[config.mk]
export PLATFORM = sky130hd
export DESIGN_NAME = sspf_top
export DESIGN_NICKNAME = d
export VERILOG_FILES = /design/src/verilog/sspf_pkg.sv /design/src/verilog/sspf_top.sv
export SDC_FILE = /design/constraint.sdc
export NUM_CORES = 1
export LEC_CHECK = 0
export BUFFER_PORTS_ARGS = -buffer_cell sky130_fd_sc_hd__buf_2
export CAP_MARGIN = 40
export CORE_ASPECT_RATIO = 1.5
export CORE_MARGIN = 3
export CORE_UTILIZATION = 45
export CTS_BUF_LIST = sky130_fd_sc_hd__clkbuf_8
export CTS_CLUSTER_DIAMETER = 200
export CTS_CLUSTER_SIZE = 8
export DETAILED_ROUTE_END_ITERATION = 12
export GPL_ROUTABILITY_DRIVEN = 1
export HOLD_SLACK_MARGIN = 0.02
export PLACE_DENSITY = 0.8
export REMOVE_ABC_BUFFERS = 1
export SYNTH_ARGS = -nofsm -noshare
export SYNTH_HDL_FRONTEND = slang
export SYNTH_SLANG_ARGS = --single-unit
[constraint.sdc]
create_clock -name sys_clk -period 1.2 [get_ports sys_clk]
set_input_delay 0.24 -clock sys_clk [delete_from_list [all_inputs] [get_ports sys_clk]]
set_output_delay 0.24 -clock sys_clk [all_outputs]
set_load 0.01 [all_outputs]
[src/verilog/sspf_pkg.sv]
// Package: constants and types for the switch strap and pin function block
package sspf_pkg;

  localparam int SSPF_NUM_GPIO   = 7;
  localparam int SSPF_NUM_DSPORT = 5;

  // Pin vector index for each physical pin: 0,1,2,7,8,9,10
  localparam int SSPF_IDX_PIN0  = 0;
  localparam int SSPF_IDX_PIN1  = 1;
  localparam int SSPF_IDX_PIN2  = 2;
  localparam int SSPF_IDX_PIN7  = 3;
  localparam int SSPF_IDX_PIN8  = 4;
  localparam int SSPF_IDX_PIN9  = 5;
  localparam int SSPF_IDX_PIN10 = 6;

  // Switch mode strap encodings
  localparam logic [2:0] SSPF_MODE_NORMAL    = 3'h0;
  localparam logic [2:0] SSPF_MODE_NORMAL_EE = 3'h1;

  // Values after reset; pad synchronisers start at the pulled-up level
  localparam logic [6:0] SSPF_RST_GPIO    = 7'h7f;
  localparam logic [2:0] SSPF_RST_STRAP   = 3'h0;
  localparam logic       SSPF_RST_BIT     = 1'b0;
  localparam logic [4:0] SSPF_RST_DSCLK   = 5'h00;
  localparam logic [4:0] SSPF_DSPORT_HIGH = 5'h1f;

  typedef enum logic [1:0] {
    SSPF_SEL_NORMAL,
    SSPF_SEL_NORMAL_EE,
    SSPF_SEL_RESERVED
  } sspf_mode_t;

  // Per-pin control from core logic
  typedef struct packed {
    logic [6:0] alt_sel;   // 1 = alternate function
    logic [6:0] gpio_oe;   // 1 = drive pin in plain GPIO mode
    logic [6:0] gpio_out;  // GPIO output level
  } sspf_pin_ctl_t;

  // Pad signals of the seven pins
  typedef struct packed {
    logic [6:0] out;
    logic [6:0] oe_n;      // Low while the block drives the pin
  } sspf_pad_t;

  // Slot clock configuration write from software
  typedef struct packed {
    logic       us_we;
    logic       us_val;
    logic [4:0] ds_we;
    logic [4:0] ds_val;
  } sspf_sclk_wr_t;

endpackage

[src/verilog/sspf_top.sv]
// Module: pin function mux, strap capture and reset fan-out
//------------------------------------------------------------
//------------------------------------------------------------
`timescale 1ns/1ns
module sspf_top (
  input  wire logic                   sys_clk,        // 100 MHz clock
  input  wire logic                   rstn,           // Core reset, low
  input  wire logic                   fundamental_reset_in, // Pin, low
  input  wire logic [2:0]             switch_mode_strap,     // Strap pins
  input  wire logic                   downstream_common_clock_strap, // Pin
  input  wire logic                   upstream_common_clock_strap,   // Pin
  input  wire sspf_pkg::sspf_pin_ctl_t pin_ctl,       // Per-pin select
  input  wire logic [6:0]             pad_in,         // Pad input levels
  output sspf_pkg::sspf_pad_t         pad,            // Pad drive
  output logic [6:0]                  gpio_in,        // Synced pin levels
  input  wire logic [4:0]             down_port_reset_req, // Core, high
  input  wire logic                   general_event,  // Core event, high
  output logic                        expander_irq0,  // Interrupt, high
  input  wire sspf_pkg::sspf_sclk_wr_t sclk_wr,       // Software writes
  output logic [4:0]                  link_status_sclk, // Downstream bits
  output logic                        upstream_link_status_sclk, // Up bit
  output logic                        link_reset_start, // Pulse
  output logic                        logic_reset_n,  // Internal reset
  output sspf_pkg::sspf_mode_t        switch_mode,    // Decoded mode
  output logic                        eeprom_init_req, // Mode 1 level
  output logic                        mode_reserved   // Reserved code
);
  import sspf_pkg::*;

  //------------------------------------------------------------
  // Input synchronisers
  //------------------------------------------------------------
  logic [6:0] pad_s1_r;
  logic [6:0] pad_s2_r;
  logic       perst_s1_r;
  logic       perst_s2_r;
  logic       perst_d_r;
  logic [4:0] strap_s1_r;
  logic [4:0] strap_s2_r;

  always_ff @(posedge sys_clk or negedge rstn) begin
    if (!rstn) begin
      // Pads reset to their pulled-up idle level: no false interrupt
      pad_s1_r   <= SSPF_RST_GPIO;
      pad_s2_r   <= SSPF_RST_GPIO;
      strap_s1_r <= SSPF_RST_DSCLK;
      strap_s2_r <= SSPF_RST_DSCLK;
    end else begin
      pad_s1_r   <= pad_in;
      pad_s2_r   <= pad_s1_r;
      strap_s1_r <= {switch_mode_strap, downstream_common_clock_strap,
                     upstream_common_clock_strap};
      strap_s2_r <= strap_s1_r;
    end
  end

  // Reset pin sampled low-active; held asserted while rstn is low
  always_ff @(posedge sys_clk or negedge rstn) begin
    if (!rstn) begin
      perst_s1_r <= SSPF_RST_BIT;
      perst_s2_r <= SSPF_RST_BIT;
      perst_d_r  <= SSPF_RST_BIT;
    end else begin
      perst_s1_r <= fundamental_reset_in;
      perst_s2_r <= perst_s1_r;
      perst_d_r  <= perst_s2_r;
    end
  end

  // Low level is the asserted fundamental reset
  logic perst_active;
  logic perst_release;
  assign perst_active  = ~perst_s2_r;
  assign perst_release = perst_s2_r & ~perst_d_r;

  //------------------------------------------------------------
  // Fundamental reset effects
  //------------------------------------------------------------
  // Internal reset and link reset kick
  always_ff @(posedge sys_clk or negedge rstn) begin
    if (!rstn) begin
      logic_reset_n    <= SSPF_RST_BIT;
      link_reset_start <= SSPF_RST_BIT;
    end else begin
      logic_reset_n    <= ~perst_active;
      // Fall seen past the second flop; the first never feeds logic
      link_reset_start <= perst_d_r & ~perst_s2_r;
    end
  end

  //------------------------------------------------------------
  // Strap capture
  //------------------------------------------------------------
  logic [2:0] mode_r;

  // Later strap changes are ignored until next reset
  always_ff @(posedge sys_clk or negedge rstn) begin
    if (!rstn) begin
      mode_r <= SSPF_RST_STRAP;
    end else if (perst_active) begin
      mode_r <= SSPF_RST_STRAP;
    end else if (perst_release) begin
      mode_r <= strap_s2_r[4:2];
    end
  end

  function automatic sspf_mode_t decode_mode(input logic [2:0] code);
    case (code)
      SSPF_MODE_NORMAL:    decode_mode = SSPF_SEL_NORMAL;
      SSPF_MODE_NORMAL_EE: decode_mode = SSPF_SEL_NORMAL_EE;
      default:             decode_mode = SSPF_SEL_RESERVED;
    endcase
  endfunction

  assign switch_mode     = decode_mode(mode_r);
  assign eeprom_init_req = (switch_mode == SSPF_SEL_NORMAL_EE);
  assign mode_reserved   = (switch_mode == SSPF_SEL_RESERVED);

  //------------------------------------------------------------
  // Slot clock configuration bits
  //------------------------------------------------------------
  // Seed downstream bits from strap, then per-port writes
  always_ff @(posedge sys_clk or negedge rstn) begin
    if (!rstn) begin
      link_status_sclk <= SSPF_RST_DSCLK;
    end else if (perst_active) begin
      link_status_sclk <= SSPF_RST_DSCLK;
    end else if (perst_release) begin
      link_status_sclk <= strap_s2_r[1] ? SSPF_DSPORT_HIGH : SSPF_RST_DSCLK;
    end else begin
      for (int i = 0; i < SSPF_NUM_DSPORT; i++) begin
        if (sclk_wr.ds_we[i]) begin
          link_status_sclk[i] <= sclk_wr.ds_val[i];
        end
      end
    end
  end

  // Seed upstream bit from strap, then software write
  always_ff @(posedge sys_clk or negedge rstn) begin
    if (!rstn) begin
      upstream_link_status_sclk <= SSPF_RST_BIT;
    end else if (perst_active) begin
      upstream_link_status_sclk <= SSPF_RST_BIT;
    end else if (perst_release) begin
      upstream_link_status_sclk <= strap_s2_r[0];
    end else if (sclk_wr.us_we) begin
      upstream_link_status_sclk <= sclk_wr.us_val;
    end
  end

  //------------------------------------------------------------
  // Pin function mux
  //------------------------------------------------------------
  logic [6:0] alt_out;
  logic [6:0] alt_drv;
  logic [6:0] out_nxt;
  logic [6:0] oe_nxt;

  // Port resets on pins 8,0,9,1,10, held while in reset
  // Event output on pin 7, driven low when asserted
  always_comb begin
    logic [4:0] rst_req;
    rst_req = down_port_reset_req | {5{perst_active}};
    alt_out = 7'h7f;
    alt_drv = 7'h7f;
    alt_out[SSPF_IDX_PIN8]  = ~rst_req[0];
    alt_out[SSPF_IDX_PIN0]  = ~rst_req[1];
    alt_out[SSPF_IDX_PIN9]  = ~rst_req[2];
    alt_out[SSPF_IDX_PIN1]  = ~rst_req[3];
    alt_out[SSPF_IDX_PIN10] = ~rst_req[4];
    alt_out[SSPF_IDX_PIN7]  = ~general_event;
    // Pin 2 alternate is an input only
    alt_drv[SSPF_IDX_PIN2]  = 1'b0;
  end

  // Per-pin choice between GPIO and alternate function
  always_comb begin
    for (int i = 0; i < SSPF_NUM_GPIO; i++) begin
      out_nxt[i] = pin_ctl.alt_sel[i] ? alt_out[i] : pin_ctl.gpio_out[i];
      oe_nxt[i]  = pin_ctl.alt_sel[i] ? alt_drv[i] : pin_ctl.gpio_oe[i];
    end
  end

  // Registered pad drive; enable is low-active at the pad
  always_ff @(posedge sys_clk or negedge rstn) begin
    if (!rstn) begin
      pad.out  <= 7'h7f;
      pad.oe_n <= 7'h7f;
    end else begin
      pad.out  <= out_nxt;
      pad.oe_n <= ~oe_nxt;
    end
  end

  assign gpio_in = pad_s2_r;

  // Limitation: a low pulse shorter than one clock may be missed
  // Expander interrupt is low-active on the pin
  always_ff @(posedge sys_clk or negedge rstn) begin
    if (!rstn) begin
      expander_irq0 <= SSPF_RST_BIT;
    end else begin
      expander_irq0 <= pin_ctl.alt_sel[SSPF_IDX_PIN2] &
                       ~pad_s2_r[SSPF_IDX_PIN2];
    end
  end

endmodule
==> results of run 1 <==
report_power, final:
group / total [W] / switching, W / leakage [nW] / internal [W]
Sequential: 0.00193 / 0.0000408 / 0.587 / 0.00189
Clock: 0.00111 / 0.000499 / 0.0607 / 0.000606
Combinational: 0.000414 / 0.000181 / 0.609 / 0.000233
Total: 0.00345 / 0.000721 / 1.26 / 0.00273
layer usage:
layer | share of wire [%] | vias up | routed length (um)
met5 | 0 | - | 0
met4 | 1.8 | 0 | 60
met3 | 6.6 | 6 | 219
met2 | 59 | 40 | 1950
met1 | 33 | 541 | 1110
li1 | - | 540 | -
registers in the layout, summed over array words and instances, names as in the netlist, 3 cells and up:
name	cells
link_status_sclk	5
gpio_in	7
strap_s1_r	5
pad_s1_r	7
mode_r	3
pad	14
strap_s2_r	5
cells in the mapped netlist:
master                     number
sky130_fd_sc_hd__a21oi_1        6
sky130_fd_sc_hd__buf_2          1
sky130_fd_sc_hd__buf_4          3
sky130_fd_sc_hd__dfrtp_1       24
sky130_fd_sc_hd__dfstp_2       28
sky130_fd_sc_hd__inv_1          7
sky130_fd_sc_hd__mux2i_1       10
sky130_fd_sc_hd__nand2_1        4
sky130_fd_sc_hd__nand2b_1       1
sky130_fd_sc_hd__nand3b_1       1
sky130_fd_sc_hd__nor2_1         7
sky130_fd_sc_hd__nor2b_1        5
sky130_fd_sc_hd__o21ai_0        3
sky130_fd_sc_hd__o22ai_1        4
sky130_fd_sc_hd__or2_2          2
worst paths after layout:
kind	slack, ns	end	depth (start not counted)	start
worst max-delay path	-0.23	switch_mode[1]	3	mode_r[1]$_DFFE_PN0P_
worst min-delay path	0.04	pad_s1_r[2]$_DFF_PN1_	1	pad_in[2]
worst max register to register	0.15	mode_r[2]$_DFFE_PN0P_	4	logic_reset_n$_DFF_PN0_
worst min register to register	0.35	strap_s2_r[0]$_DFF_PN0_	0	strap_s1_r[0]$_DFF_PN0_
max in group asynchronous	0.44	pad[13]$_DFF_PN1_	3	rstn
min in group asynchronous	0.47	expander_irq0$_DFF_PN0_	3	rstn
cell families (layout without fill, tap and decap cells):
group	after synthesis	after routing
flip-flops	52	52
AND/OR/NAND/NOR	20	20
AO/OA/AOI/OAI	13	13
buffers and inverters	11	114
multiplexers	10	10
repair_timing:
action / CTS / global route
hold buffers: 1 / 2
pin swaps: 0 / 1
setup buffers: 0 / 3
endpoints found under the setup margin: 6 / 22
endpoints found under the hold margin: 24 / 2
gates resized for setup: 8 / 18
area by class of cell:
type | count | area (sq um)
tap | 42 | 52.6
clock buffer | 5 | 68.8
sequential | 52 | 1340
timing repair buffer | 99 | 668
fill | 223 | 1010
clock inverter | 3 | 37.5
multi-input combinational | 43 | 279
inverter | 7 | 26.3
through the flow:
step | hold WS [ns] | util [%] | instances | setup WS [ns]
2_1_floorplan | -0.0556 | - | 102 | -0.0554
3_3_place_gp | 0.240 | 62.5 | 237 | 0.0110
3_5_place_dp | 0.243 | 62.5 | 237 | 0.0107
4_1_cts | 0.0215 | 66.9 | 246 | -0.232
5_1_grt | 0.0211 | 71.0 | 251 | -0.272
6_report | 0.0405 | 71.0 | 251 | -0.229
==> tab_implementation.tex, run 1 <==
\begin{tabular}{lr}
\hline
Metric & Value \\
\hline
\multicolumn{2}{l}{\textbf{Yosys}} \\
\quad Share of synthesized cell area in and, or, nand and nor gates & 5.96\% \\
\quad Count of state elements after synthesis & 52 \\
\quad Fraction of synthesized cell area taken by the top area cell type & 44.3\% \\
\quad Count of unique library cells instantiated by Yosys & 15 \\
\quad Compound-cell area share of the yosys netlist & 4.22\% \\
\quad XOR/XNOR Fraction of Synth Area & 0\% \\
\quad Area of the mapped netlist & 0.00166 sq mm \\
\quad Multiplexer share of the synthesized area & 6.03\% \\
\quad Dominant combinational cell family by area after synthesis & multiplexers \\
\quad Post-Synthesis Mean Instance Area & 15.7 sq um \\
\quad Adder-Cell Fraction of Synth Area & 0\% \\
\quad Cell type with the largest total area after synthesis & sky130\_fd\_sc\_hd\_\_dfstp\_2 \\
\quad Count of yosys warnings during synthesis & 0 \\
\quad Cell types with the largest area share after synthesis & sky130\_fd\_sc\_hd\_\_dfstp\_2 44\%, sky130\_fd\_sc\_hd\_\_dfrtp\_1 36\%, sky130\_fd\_sc\_hd\_\_mux2i\_1 6.0\% \\
\quad Fraction of the yosys area taken by sequential cells & 80.5\% \\
\quad Gate Count Post-Synth & 106 \\
\multicolumn{2}{l}{\textbf{Finish}} \\
\quad Antenna diodes & 0 \\
\quad Layout net count & 262 \\
\quad Growth of design area from synthesis to finish & 48.9\% \\
\quad Most common library cell in the layout ignoring fill and taps & sky130\_fd\_sc\_hd\_\_buf\_2 \\
\quad Layout Cell Area excl Fill & 0.00247 sq mm \\
\quad Fraction of layout instances using a drive strength above 1 & 64.1\% \\
\quad Most frequent cells in the layout & 68 x sky130\_fd\_sc\_hd\_\_buf\_2, 28 x sky130\_fd\_sc\_hd\_\_dfstp\_2, 23 x sky130\_fd\_sc\_hd\_\_dfrtp\_1 \\
\multicolumn{2}{l}{\textbf{Place}} \\
\quad Port buffer count & 87 \\
\quad Detailed placement HPWL & 2.52 mm \\
\quad Area post-placement & 0.00218 sq mm \\
\quad Placer's final routability congestion estimate & 0.683 \\
\multicolumn{2}{l}{\textbf{Global routing}} \\
\quad Maximum number of pins on one net before global-route repair & 53 \\
\quad Antenna violations before repair & 0 \\
\quad Global routing met1 resource utilization & 14.2\% \\
\quad Global Route met3 Usage & 5.31\% \\
\quad Total routing usage reported by global routing & 15.1\% \\
\quad Wire length of the first global-routing pass & 4.91 mm \\
\quad Routing usage on met2 & 27.7\% \\
\quad Via count of the first global-routing pass & 1095 \\
\quad Aggregate global routing overflow & 0 \\
\quad Peak-usage layer in the global routing report & met2 \\
\multicolumn{2}{l}{\textbf{STA}} \\
\quad Count of pins over their slew limit & 0 \\
\quad Fraction of the cycle the final worst path needs & 119\% \\
\quad Setup WS post-layout & -0.229 ns \\
\quad Max transition margin & 82.8\% \\
\quad Setup Skew & 0.00485 ns \\
\quad Setup repair after global routing missed its margin & yes \\
\quad Maximum frequency from static timing analysis & 700 MHz \\
\quad Final worst path period need & 1.43 ns \\
\quad \# setup viols final & 4 \\
\quad Slew of the pin with the lowest slew margin & 0.258 ns \\
\quad Final Hold Fails & 0 \\
\quad Setup TNS & -0.897 ns \\
\multicolumn{2}{l}{\textbf{Status}} \\
\quad Run status & finished, violations left \\
\quad Violations in the final reports & negative setup slack \\
\multicolumn{2}{l}{\textbf{Power and ir drop}} \\
\quad IR Drop Worst-Case VDD & 1.26 mV \\
\quad Sum of internal, switching and leakage power & 0.00345 W \\
\quad Leakage power & 1.26 nW \\
\quad Pwr/cell area & 1400 mW/mm\^{}2 \\
\multicolumn{2}{l}{\textbf{Worst hold path}} \\
\quad Classification of the worst-slack hold path & in2reg \\
\multicolumn{2}{l}{\textbf{Route}} \\
\quad Mean number of vias per cell & 4.49 \\
\quad Number of design rule violations left after detail routing & 0 \\
\quad Overall via count from detail\_route & 1127 \\
\quad Final wirelength & 3.34 mm \\
\quad Wire length per cell after detailed routing & 13.3 um \\
\quad Detailed-routing iteration count for the pre-antenna-repair pass & 3 \\
\quad Antenna Violating Nets Remaining & 0 \\
\quad Number of design-rule violations left by the first detailed-router iteration & 6 \\
\multicolumn{2}{l}{\textbf{Floorplanning}} \\
\quad Die outline area & 0.00447 sq mm \\
\quad Die height & 80.4 um \\
\quad Die X & 55.6 um \\
\quad Initial core utilization & 47.7\% \\
\quad Top-Level Pins & 88 \\
\quad Area of the core region & 0.00348 sq mm \\
\quad Number of rows in the core area & 26 \\
\multicolumn{2}{l}{\textbf{Critical path}} \\
\quad List of cells traversed by the critical path & or2\_4 > buf\_6 > buf\_6 \\
\quad Slowest stage delay, CP & 0.39 ns \\
\quad Startpoint types & register \\
\quad Required time of the worst setup path & 0.96 ns \\
\quad Critical Path AT & 1.19 ns \\
\quad Worst Setup End Kind & primary output \\
\quad Critical-path cell with the highest stage delay & sky130\_fd\_sc\_hd\_\_dfrtp\_1 \\
\quad CP bufs+invs & 2 \\
\quad Worst setup path category & reg2out \\
\quad Worst path top cell family by delay & flip-flops \\
\quad Most common cell on crit path & sky130\_fd\_sc\_hd\_\_buf\_6 \\
\quad Top fanout value on the critical path & 2 \\
\multicolumn{2}{l}{\textbf{Clocking}} \\
\quad Clock net sink count & 52 \\
\quad Clock insertion delay at the later pin of the skew report & 0.29 ns \\
\quad Clock buffer count from CTS & 5 \\
\quad Maximum root-to-sink buffer count & 2 \\
\quad CTS HTree Levels & 2 \\
\quad CTS root buf & sky130\_fd\_sc\_hd\_\_clkbuf\_8 \\
\quad TritonCTS clock tree & yes \\
\quad Clock Pin Slew Worst Setup and Hold Paths & 0.08 ns \\
\multicolumn{2}{l}{\textbf{Job}} \\
\quad Total of max-cap violations & 0 \\
\hline
\end{tabular}
Note: power is estimated with default switching activity, not from simulation.
==> run 2: changes to the inputs <==
--- a/config.mk
+++ b/config.mk
@@ -16,8 +16,7 @@
 export DETAILED_ROUTE_END_ITERATION = 12
 export GPL_ROUTABILITY_DRIVEN = 1
 export HOLD_SLACK_MARGIN = 0.02
-export PLACE_DENSITY = 0.8
-export REMOVE_ABC_BUFFERS = 1
+export PLACE_DENSITY_LB_ADDON = 0.2
 export SYNTH_ARGS = -nofsm -noshare
 export SYNTH_HDL_FRONTEND = slang
 export SYNTH_SLANG_ARGS = --single-unit
==> tab_implementation.tex, run 2 (synthesized netlist as in run 1, its figures left out) <==
\begin{tabular}{lr}
\hline
Metric & Value \\
\hline
\multicolumn{2}{l}{\textbf{Power and ir drop}} \\
\quad Sum of internal, switching and leakage power & 0.00347 W \\
\quad IR Drop Worst-Case VDD & 1.29 mV \\
\quad Leakage power & 1.27 nW \\
\quad Pwr/cell area & 1390 mW/mm\^{}2 \\
\multicolumn{2}{l}{\textbf{Finish}} \\
\quad Most frequent cells in the layout & 69 x sky130\_fd\_sc\_hd\_\_buf\_2, 28 x sky130\_fd\_sc\_hd\_\_dfstp\_2, 23 x sky130\_fd\_sc\_hd\_\_dfrtp\_1 \\
\quad Layout net count & 266 \\
\quad Sequential cell area in the final layout & 0.00134 sq mm \\
\quad Top register by number of flip-flops & pad \\
\quad Fraction of layout instances using a drive strength above 1 & 65.3\% \\
\quad Layout Cell Area excl Fill & 0.00249 sq mm \\
\quad Number of filler instances in the final layout & 252 \\
\quad Final cell utilization of the core & 71.6\% \\
\quad Antenna diodes & 0 \\
\quad Most common library cell in the layout ignoring fill and taps & sky130\_fd\_sc\_hd\_\_buf\_2 \\
\quad Growth of design area from synthesis to finish & 50.2\% \\
\quad Footprint of the multi-input gates & 279 sq um \\
\quad Flip-flop count of the largest register after layout & 14 \\
\multicolumn{2}{l}{\textbf{Route}} \\
\quad Antenna Violating Nets Remaining & 0 \\
\quad Number of design-rule violations left by the first detailed-router iteration & 18 \\
\quad Detailed-routing iteration count for the pre-antenna-repair pass & 3 \\
\quad Wire length per cell after detailed routing & 13.2 um \\
\quad Mean number of vias per cell & 4.58 \\
\quad Overall via count from detail\_route & 1167 \\
\quad Number of design rule violations left after detail routing & 0 \\
\quad Final wirelength & 3.36 mm \\
\multicolumn{2}{l}{\textbf{Global routing}} \\
\quad Aggregate global routing overflow & 0 \\
\quad Total routing usage reported by global routing & 15.8\% \\
\quad Maximum number of pins on one net before global-route repair & 30 \\
\quad Antenna violations before repair & 0 \\
\quad Via count of the first global-routing pass & 1223 \\
\quad Wire length of the first global-routing pass & 5.32 mm \\
\multicolumn{2}{l}{\textbf{STA}} \\
\quad Final Hold Fails & 0 \\
\quad Maximum frequency from static timing analysis & 710 MHz \\
\quad Fraction of the cycle the final worst path needs & 117\% \\
\quad Max transition margin & 89.7\% \\
\quad Setup WS post-layout & -0.207 ns \\
\quad Slew of the pin with the lowest slew margin & 0.151 ns \\
\quad Setup Skew & 0.00841 ns \\
\quad Final worst path period need & 1.41 ns \\
\quad Minimum hold slack & 0.0362 ns \\
\quad Setup repair after global routing missed its margin & yes \\
\quad \# setup viols final & 4 \\
\quad Count of pins over their slew limit & 0 \\
\multicolumn{2}{l}{\textbf{Floorplanning}} \\
\quad Number of rows in the core area & 26 \\
\quad Die height & 80.4 um \\
\quad Die outline area & 0.00447 sq mm \\
\quad Die X & 55.6 um \\
\quad Initial core utilization & 47.7\% \\
\quad Area of the core region & 0.00348 sq mm \\
\quad Top-Level Pins & 88 \\
\multicolumn{2}{l}{\textbf{Clocking}} \\
\quad CTS HTree Levels & 2 \\
\quad Clock insertion delay at the later pin of the skew report & 0.29 ns \\
\quad CTS root buf & sky130\_fd\_sc\_hd\_\_clkbuf\_8 \\
\quad Clock net sink count & 52 \\
\quad TritonCTS clock tree & yes \\
\quad Clock buffer count from CTS & 5 \\
\quad Clock Pin Slew Worst Setup and Hold Paths & 0.09 ns \\
\quad Maximum root-to-sink buffer count & 2 \\
\multicolumn{2}{l}{\textbf{Critical path}} \\
\quad Required time of the worst setup path & 0.96 ns \\
\quad Startpoint types & register \\
\quad Worst Setup End Kind & primary output \\
\quad Top fanout value on the critical path & 3 \\
\quad Worst setup path category & reg2out \\
\quad Critical Path AT & 1.17 ns \\
\multicolumn{2}{l}{\textbf{Place}} \\
\quad Area post-placement & 0.00220 sq mm \\
\quad Pre-CTS worst setup slack & 0.0275 ns \\
\quad Detailed placement HPWL & 2.51 mm \\
\quad Placer's final routability congestion estimate & 0.741 \\
\quad Port buffer count & 87 \\
\multicolumn{2}{l}{\textbf{Worst hold path}} \\
\quad Classification of the worst-slack hold path & in2reg \\
\multicolumn{2}{l}{\textbf{Yosys}} \\
\quad Post-Syn Nets & 160 \\
\multicolumn{2}{l}{\textbf{Job}} \\
\quad Total of max-cap violations & 0 \\
\multicolumn{2}{l}{\textbf{Status}} \\
\quad Violations in the final reports & negative setup slack \\
\quad Run status & finished, violations left \\
\hline
\end{tabular}
run 2: cell count changes in the layout (fill, tap and decap cells not counted):
cell | before | now
sky130_fd_sc_hd__buf_4 | 7 | 12
sky130_fd_sc_hd__buf_6 | 20 | 18
sky130_fd_sc_hd__buf_2 | 68 | 69
sky130_fd_sc_hd__clkinv_2 | 0 | 1
sky130_fd_sc_hd__inv_1 | 9 | 8
run 2: timing repair:
item                                   4_1_cts  5_1_grt
gates cloned                                 0        0
setup buffers                                1        4
endpoints found under the hold margin       25        2
hold buffers                                 1        2
resized for setup                            2       20
setup endpoints to repair                    5       23
run 2: path summary, 6_finish.rpt:
| kind | from | end | slack, ns | cells past startpoint |
|---|---|---|---|---|
| max | mode_r[2]$_DFFE_PN0P_ | switch_mode[0] | -0.21 | 3 |
| min | pad_in[3] | pad_s1_r[3]$_DFF_PN1_ | 0.04 | 1 |
| max reg2reg | logic_reset_n$_DFF_PN0_ | mode_r[0]$_DFFE_PN0P_ | 0.12 | 4 |
| min reg2reg | pad_s1_r[1]$_DFF_PN1_ | gpio_in[1]$_DFF_PN1_ | 0.35 | 0 |
| max in group asynchronous | rstn | pad_s1_r[4]$_DFF_PN1_ | 0.33 | 4 |
| min in group asynchronous | rstn | expander_irq0$_DFF_PN0_ | 0.29 | 2 |
run 2: cell type report:
class | count | area share, %
clock buffer | 5 | 2.76
clock inverter | 3 | 1.56
inverter | 7 | 1.05
multi-input combinational | 43 | 11.2
sequential | 52 | 53.7
tap | 42 | 2.11
timing repair buffer | 103 | 27.6
run 2: power by group:
group,internal (W),switching (W),leakage [nW]
sequential,0.00189,0.0000420,0.587
combinational,0.000231,0.000178,0.628
clock,0.000610,0.000522,0.0593
run 2: through the flow:
step	instances	setup TNS [ns]
6_report	255	-0.680
5_1_grt	255	-0.949
4_1_cts	249	-0.745
3_5_place_dp	239	0
3_3_place_gp	239	0
2_1_floorplan	106	0
run 2: layer usage:
layer  routed length [um]  up-vias  global-route usage (%)
li1                     -      550                       -
met1                 1050      557                    15.5
met2                 1900       55                    28.1
met3                  345        5                    7.23
met4                   64        0                    7.30
met5                    0        -                       0
run 2: critical path, cell delays in order, from the launching register on:
cell and delay (ns):
sky130_fd_sc_hd__dfrtp_1 0.39, sky130_fd_sc_hd__or2_4 0.27, sky130_fd_sc_hd__nor2_4 0.08, sky130_fd_sc_hd__buf_2 0.13
==> run 3: changes to the inputs <==
==> constraint.sdc (replaced) <==
create_clock -name sys_clk -period 1.2 [get_ports sys_clk]
set_input_delay 0.06 -clock sys_clk [delete_from_list [all_inputs] [get_ports sys_clk]]
set_output_delay 0.06 -clock sys_clk [all_outputs]
set_load 0.01 [all_outputs]
==> tab_implementation.tex, run 3 (synthesized netlist as in run 1, its figures left out) <==
\begin{tabular}{lr}
\hline
Metric & Value \\
\hline
\multicolumn{2}{l}{\textbf{Status}} \\
\quad Run status & finished, violations left \\
\quad Violations in the final reports & negative setup slack \\
\multicolumn{2}{l}{\textbf{Power and ir drop}} \\
\quad Leakage power & 1.38 nW \\
\quad IR Drop Worst-Case VDD & 1.13 mV \\
\quad Sum of internal, switching and leakage power & 0.00327 W \\
\quad Pwr/cell area & 1200 mW/mm\^{}2 \\
\multicolumn{2}{l}{\textbf{Clocking}} \\
\quad Clock buffer count from CTS & 5 \\
\quad CTS root buf & sky130\_fd\_sc\_hd\_\_clkbuf\_8 \\
\quad CTS HTree Levels & 2 \\
\quad Clock Pin Slew Worst Setup and Hold Paths & 0.08 ns \\
\quad TritonCTS clock tree & yes \\
\quad Maximum root-to-sink buffer count & 2 \\
\quad Clock insertion delay at the later pin of the skew report & 0.29 ns \\
\quad Clock net sink count & 52 \\
\multicolumn{2}{l}{\textbf{Worst hold path}} \\
\quad Startpoint of the tightest hold check path & sclk\_wr[4] \\
\quad Classification of the worst-slack hold path & in2reg \\
\multicolumn{2}{l}{\textbf{Critical path}} \\
\quad Reg-to-reg startpoint & logic\_reset\_n\$\_DFF\_PN0\_ \\
\quad Critical Path AT & 1.16 ns \\
\quad Worst setup path category & reg2out \\
\quad Worst Setup End Kind & primary output \\
\quad Top fanout value on the critical path & 3 \\
\quad List of cells traversed by the critical path & or2\_4 > nor2\_4 > buf\_6 \\
\quad Required time of the worst setup path & 1.14 ns \\
\quad Slowest stage delay, CP & 0.38 ns \\
\quad Startpoint types & register \\
\quad Crit path from & mode\_r[2]\$\_DFFE\_PN0P\_ \\
\quad Critical-path cell with the highest stage delay & sky130\_fd\_sc\_hd\_\_dfrtp\_1 \\
\multicolumn{2}{l}{\textbf{Global routing}} \\
\quad Total routing usage reported by global routing & 19.0\% \\
\quad Antenna violations before repair & 0 \\
\quad Aggregate global routing overflow & 0 \\
\quad Wire length of the first global-routing pass & 6.39 mm \\
\quad Maximum number of pins on one net before global-route repair & 38 \\
\quad Via count of the first global-routing pass & 1439 \\
\multicolumn{2}{l}{\textbf{STA}} \\
\quad Slew of the pin with the lowest slew margin & 0.377 ns \\
\quad Maximum frequency from static timing analysis & 821 MHz \\
\quad Final worst path period need & 1.22 ns \\
\quad Max transition margin & 74.9\% \\
\quad Setup Skew & 0.00960 ns \\
\quad Setup TNS & -0.0350 ns \\
\quad Fraction of the cycle the final worst path needs & 101\% \\
\quad Setup WS post-layout & -0.0176 ns \\
\quad Final Hold Fails & 0 \\
\quad Setup repair after global routing missed its margin & yes \\
\quad \# setup viols final & 2 \\
\quad Count of pins over their slew limit & 0 \\
\multicolumn{2}{l}{\textbf{Floorplanning}} \\
\quad Initial core utilization & 47.7\% \\
\quad Top-Level Pins & 88 \\
\quad Die height & 80.4 um \\
\quad Number of rows in the core area & 26 \\
\quad Area of the core region & 0.00348 sq mm \\
\quad Die X & 55.6 um \\
\quad Die outline area & 0.00447 sq mm \\
\multicolumn{2}{l}{\textbf{Finish}} \\
\quad Sequential cell area in the final layout & 0.00134 sq mm \\
\quad Growth of design area from synthesis to finish & 64.7\% \\
\quad Top register by number of flip-flops & pad \\
\quad Footprint of the multi-input gates & 279 sq um \\
\quad Layout net count & 301 \\
\quad Flip-flop count of the largest register after layout & 14 \\
\quad Most common library cell in the layout ignoring fill and taps & sky130\_fd\_sc\_hd\_\_buf\_2 \\
\quad Non-Filler Instances & 291 \\
\quad Most frequent cells in the layout & 85 x sky130\_fd\_sc\_hd\_\_buf\_2, 45 x sky130\_fd\_sc\_hd\_\_dlygate4sd3\_1, 28 x sky130\_fd\_sc\_hd\_\_dfstp\_2 \\
\quad Number of filler instances in the final layout & 191 \\
\quad Fraction of layout instances using a drive strength above 1 & 52.0\% \\
\multicolumn{2}{l}{\textbf{Route}} \\
\quad Routed length on met2 & 2.26 mm \\
\quad Antenna Violating Nets Remaining & 0 \\
\quad Top Layer Used & met4 \\
\quad Final wirelength & 3.99 mm \\
\quad Wire length on met3 & 300 um \\
\quad Wire length per cell after detailed routing & 13.7 um \\
\quad Detailed-routing iteration count for the pre-antenna-repair pass & 6 \\
\quad Mean number of vias per cell & 4.57 \\
\quad Number of design rule violations left after detail routing & 0 \\
\quad Overall via count from detail\_route & 1329 \\
\quad Number of design-rule violations left by the first detailed-router iteration & 19 \\
\quad Length of routed wiring on met1 & 1.30 mm \\
\multicolumn{2}{l}{\textbf{Place}} \\
\quad Placer's final routability congestion estimate & 0.708 \\
\quad Post-placement cell count & 235 \\
\quad Port buffer count & 87 \\
\quad Detailed placement HPWL & 2.43 mm \\
\multicolumn{2}{l}{\textbf{Yosys}} \\
\quad Post-Syn Nets & 160 \\
\multicolumn{2}{l}{\textbf{Job}} \\
\quad Total of max-cap violations & 0 \\
\hline
\end{tabular}
==> run 3: changes by cell type in the layout (fill, tap and decap cells not counted), sizes merged <==
cell,delta
clkinv,-1
diode,+1
bufinv,-1
buf,-7
inv,+2
dlygate4sd3,+42
==> run 3: what timing repair did <==
action	4_1_cts	5_1_grt
pin swaps	1	1
endpoints found under the hold margin	51	2
hold buffers	47	2
resized for setup	3	2
setup endpoints to repair	4	6
setup buffers	1	1
==> run 3: through the flow <==
stage / area, sq um / setup WS (ns) / util [%] / hold WS (ns)
2_1_floorplan: 1660 / 0.0760 / - / -0.236
3_3_place_gp: 2160 / 0.237 / 62.1 / -0.0205
3_5_place_dp: 2160 / 0.207 / 62.1 / -0.000563
4_1_cts: 2730 / -0.0464 / 78.4 / 0.0657
5_1_grt: 2730 / -0.0761 / 78.4 / 0.0924
6_report: 2730 / -0.0176 / 78.5 / 0.0700
==> run 3: final timing paths <==
kind	end	slack (ns)	depth (start not counted)
max	switch_mode[0]	-0.02	3
min	link_status_sclk[4]$_DFFE_PN0P_	0.07	3
max reg2reg	mode_r[2]$_DFFE_PN0P_	0.25	3
min reg2reg	gpio_in[5]$_DFF_PN1_	0.35	0
max in group asynchronous	pad_s1_r[0]$_DFF_PN1_	0.41	3
min in group asynchronous	expander_irq0$_DFF_PN0_	0.22	2
==> run 3: area by class of cell <==
type                       count  share of cell area, %
inverter                       7                  0.962
antenna                        1                 0.0916
sequential                    52                   48.9
multi-input combinational     43                   10.2
clock inverter                 3                  0.412
clock buffer                   5                   2.52
tap                           42                   1.92
timing repair buffer         138                   35.0
==> run 3: report_power, final <==
group	internal [W]	switching, W	total, W	leakage (nW)
logic	0.000270	0.000200	0.000470	0.742
registers	0.00189	0.0000326	0.00192	0.588
clock network	0.000389	0.000491	0.000880	0.0519
total	0.00255	0.000723	0.00327	1.38
==> run 3: worst max-delay path, delay by kind of cell (launching register included) <==
kind                   cells  cell delay [ns]
buffers and inverters      1             0.11
DFF                        1             0.38
and+or+nand+nor            2             0.38
==> run 3: metal layers <==
metal / vias to the layer above / global-route usage (%)
met5: - / 0
met4: 0 / 9.98
met3: 12 / 6.75
met2: 66 / 35.0
met1: 631 / 18.4
li1: 620 / -
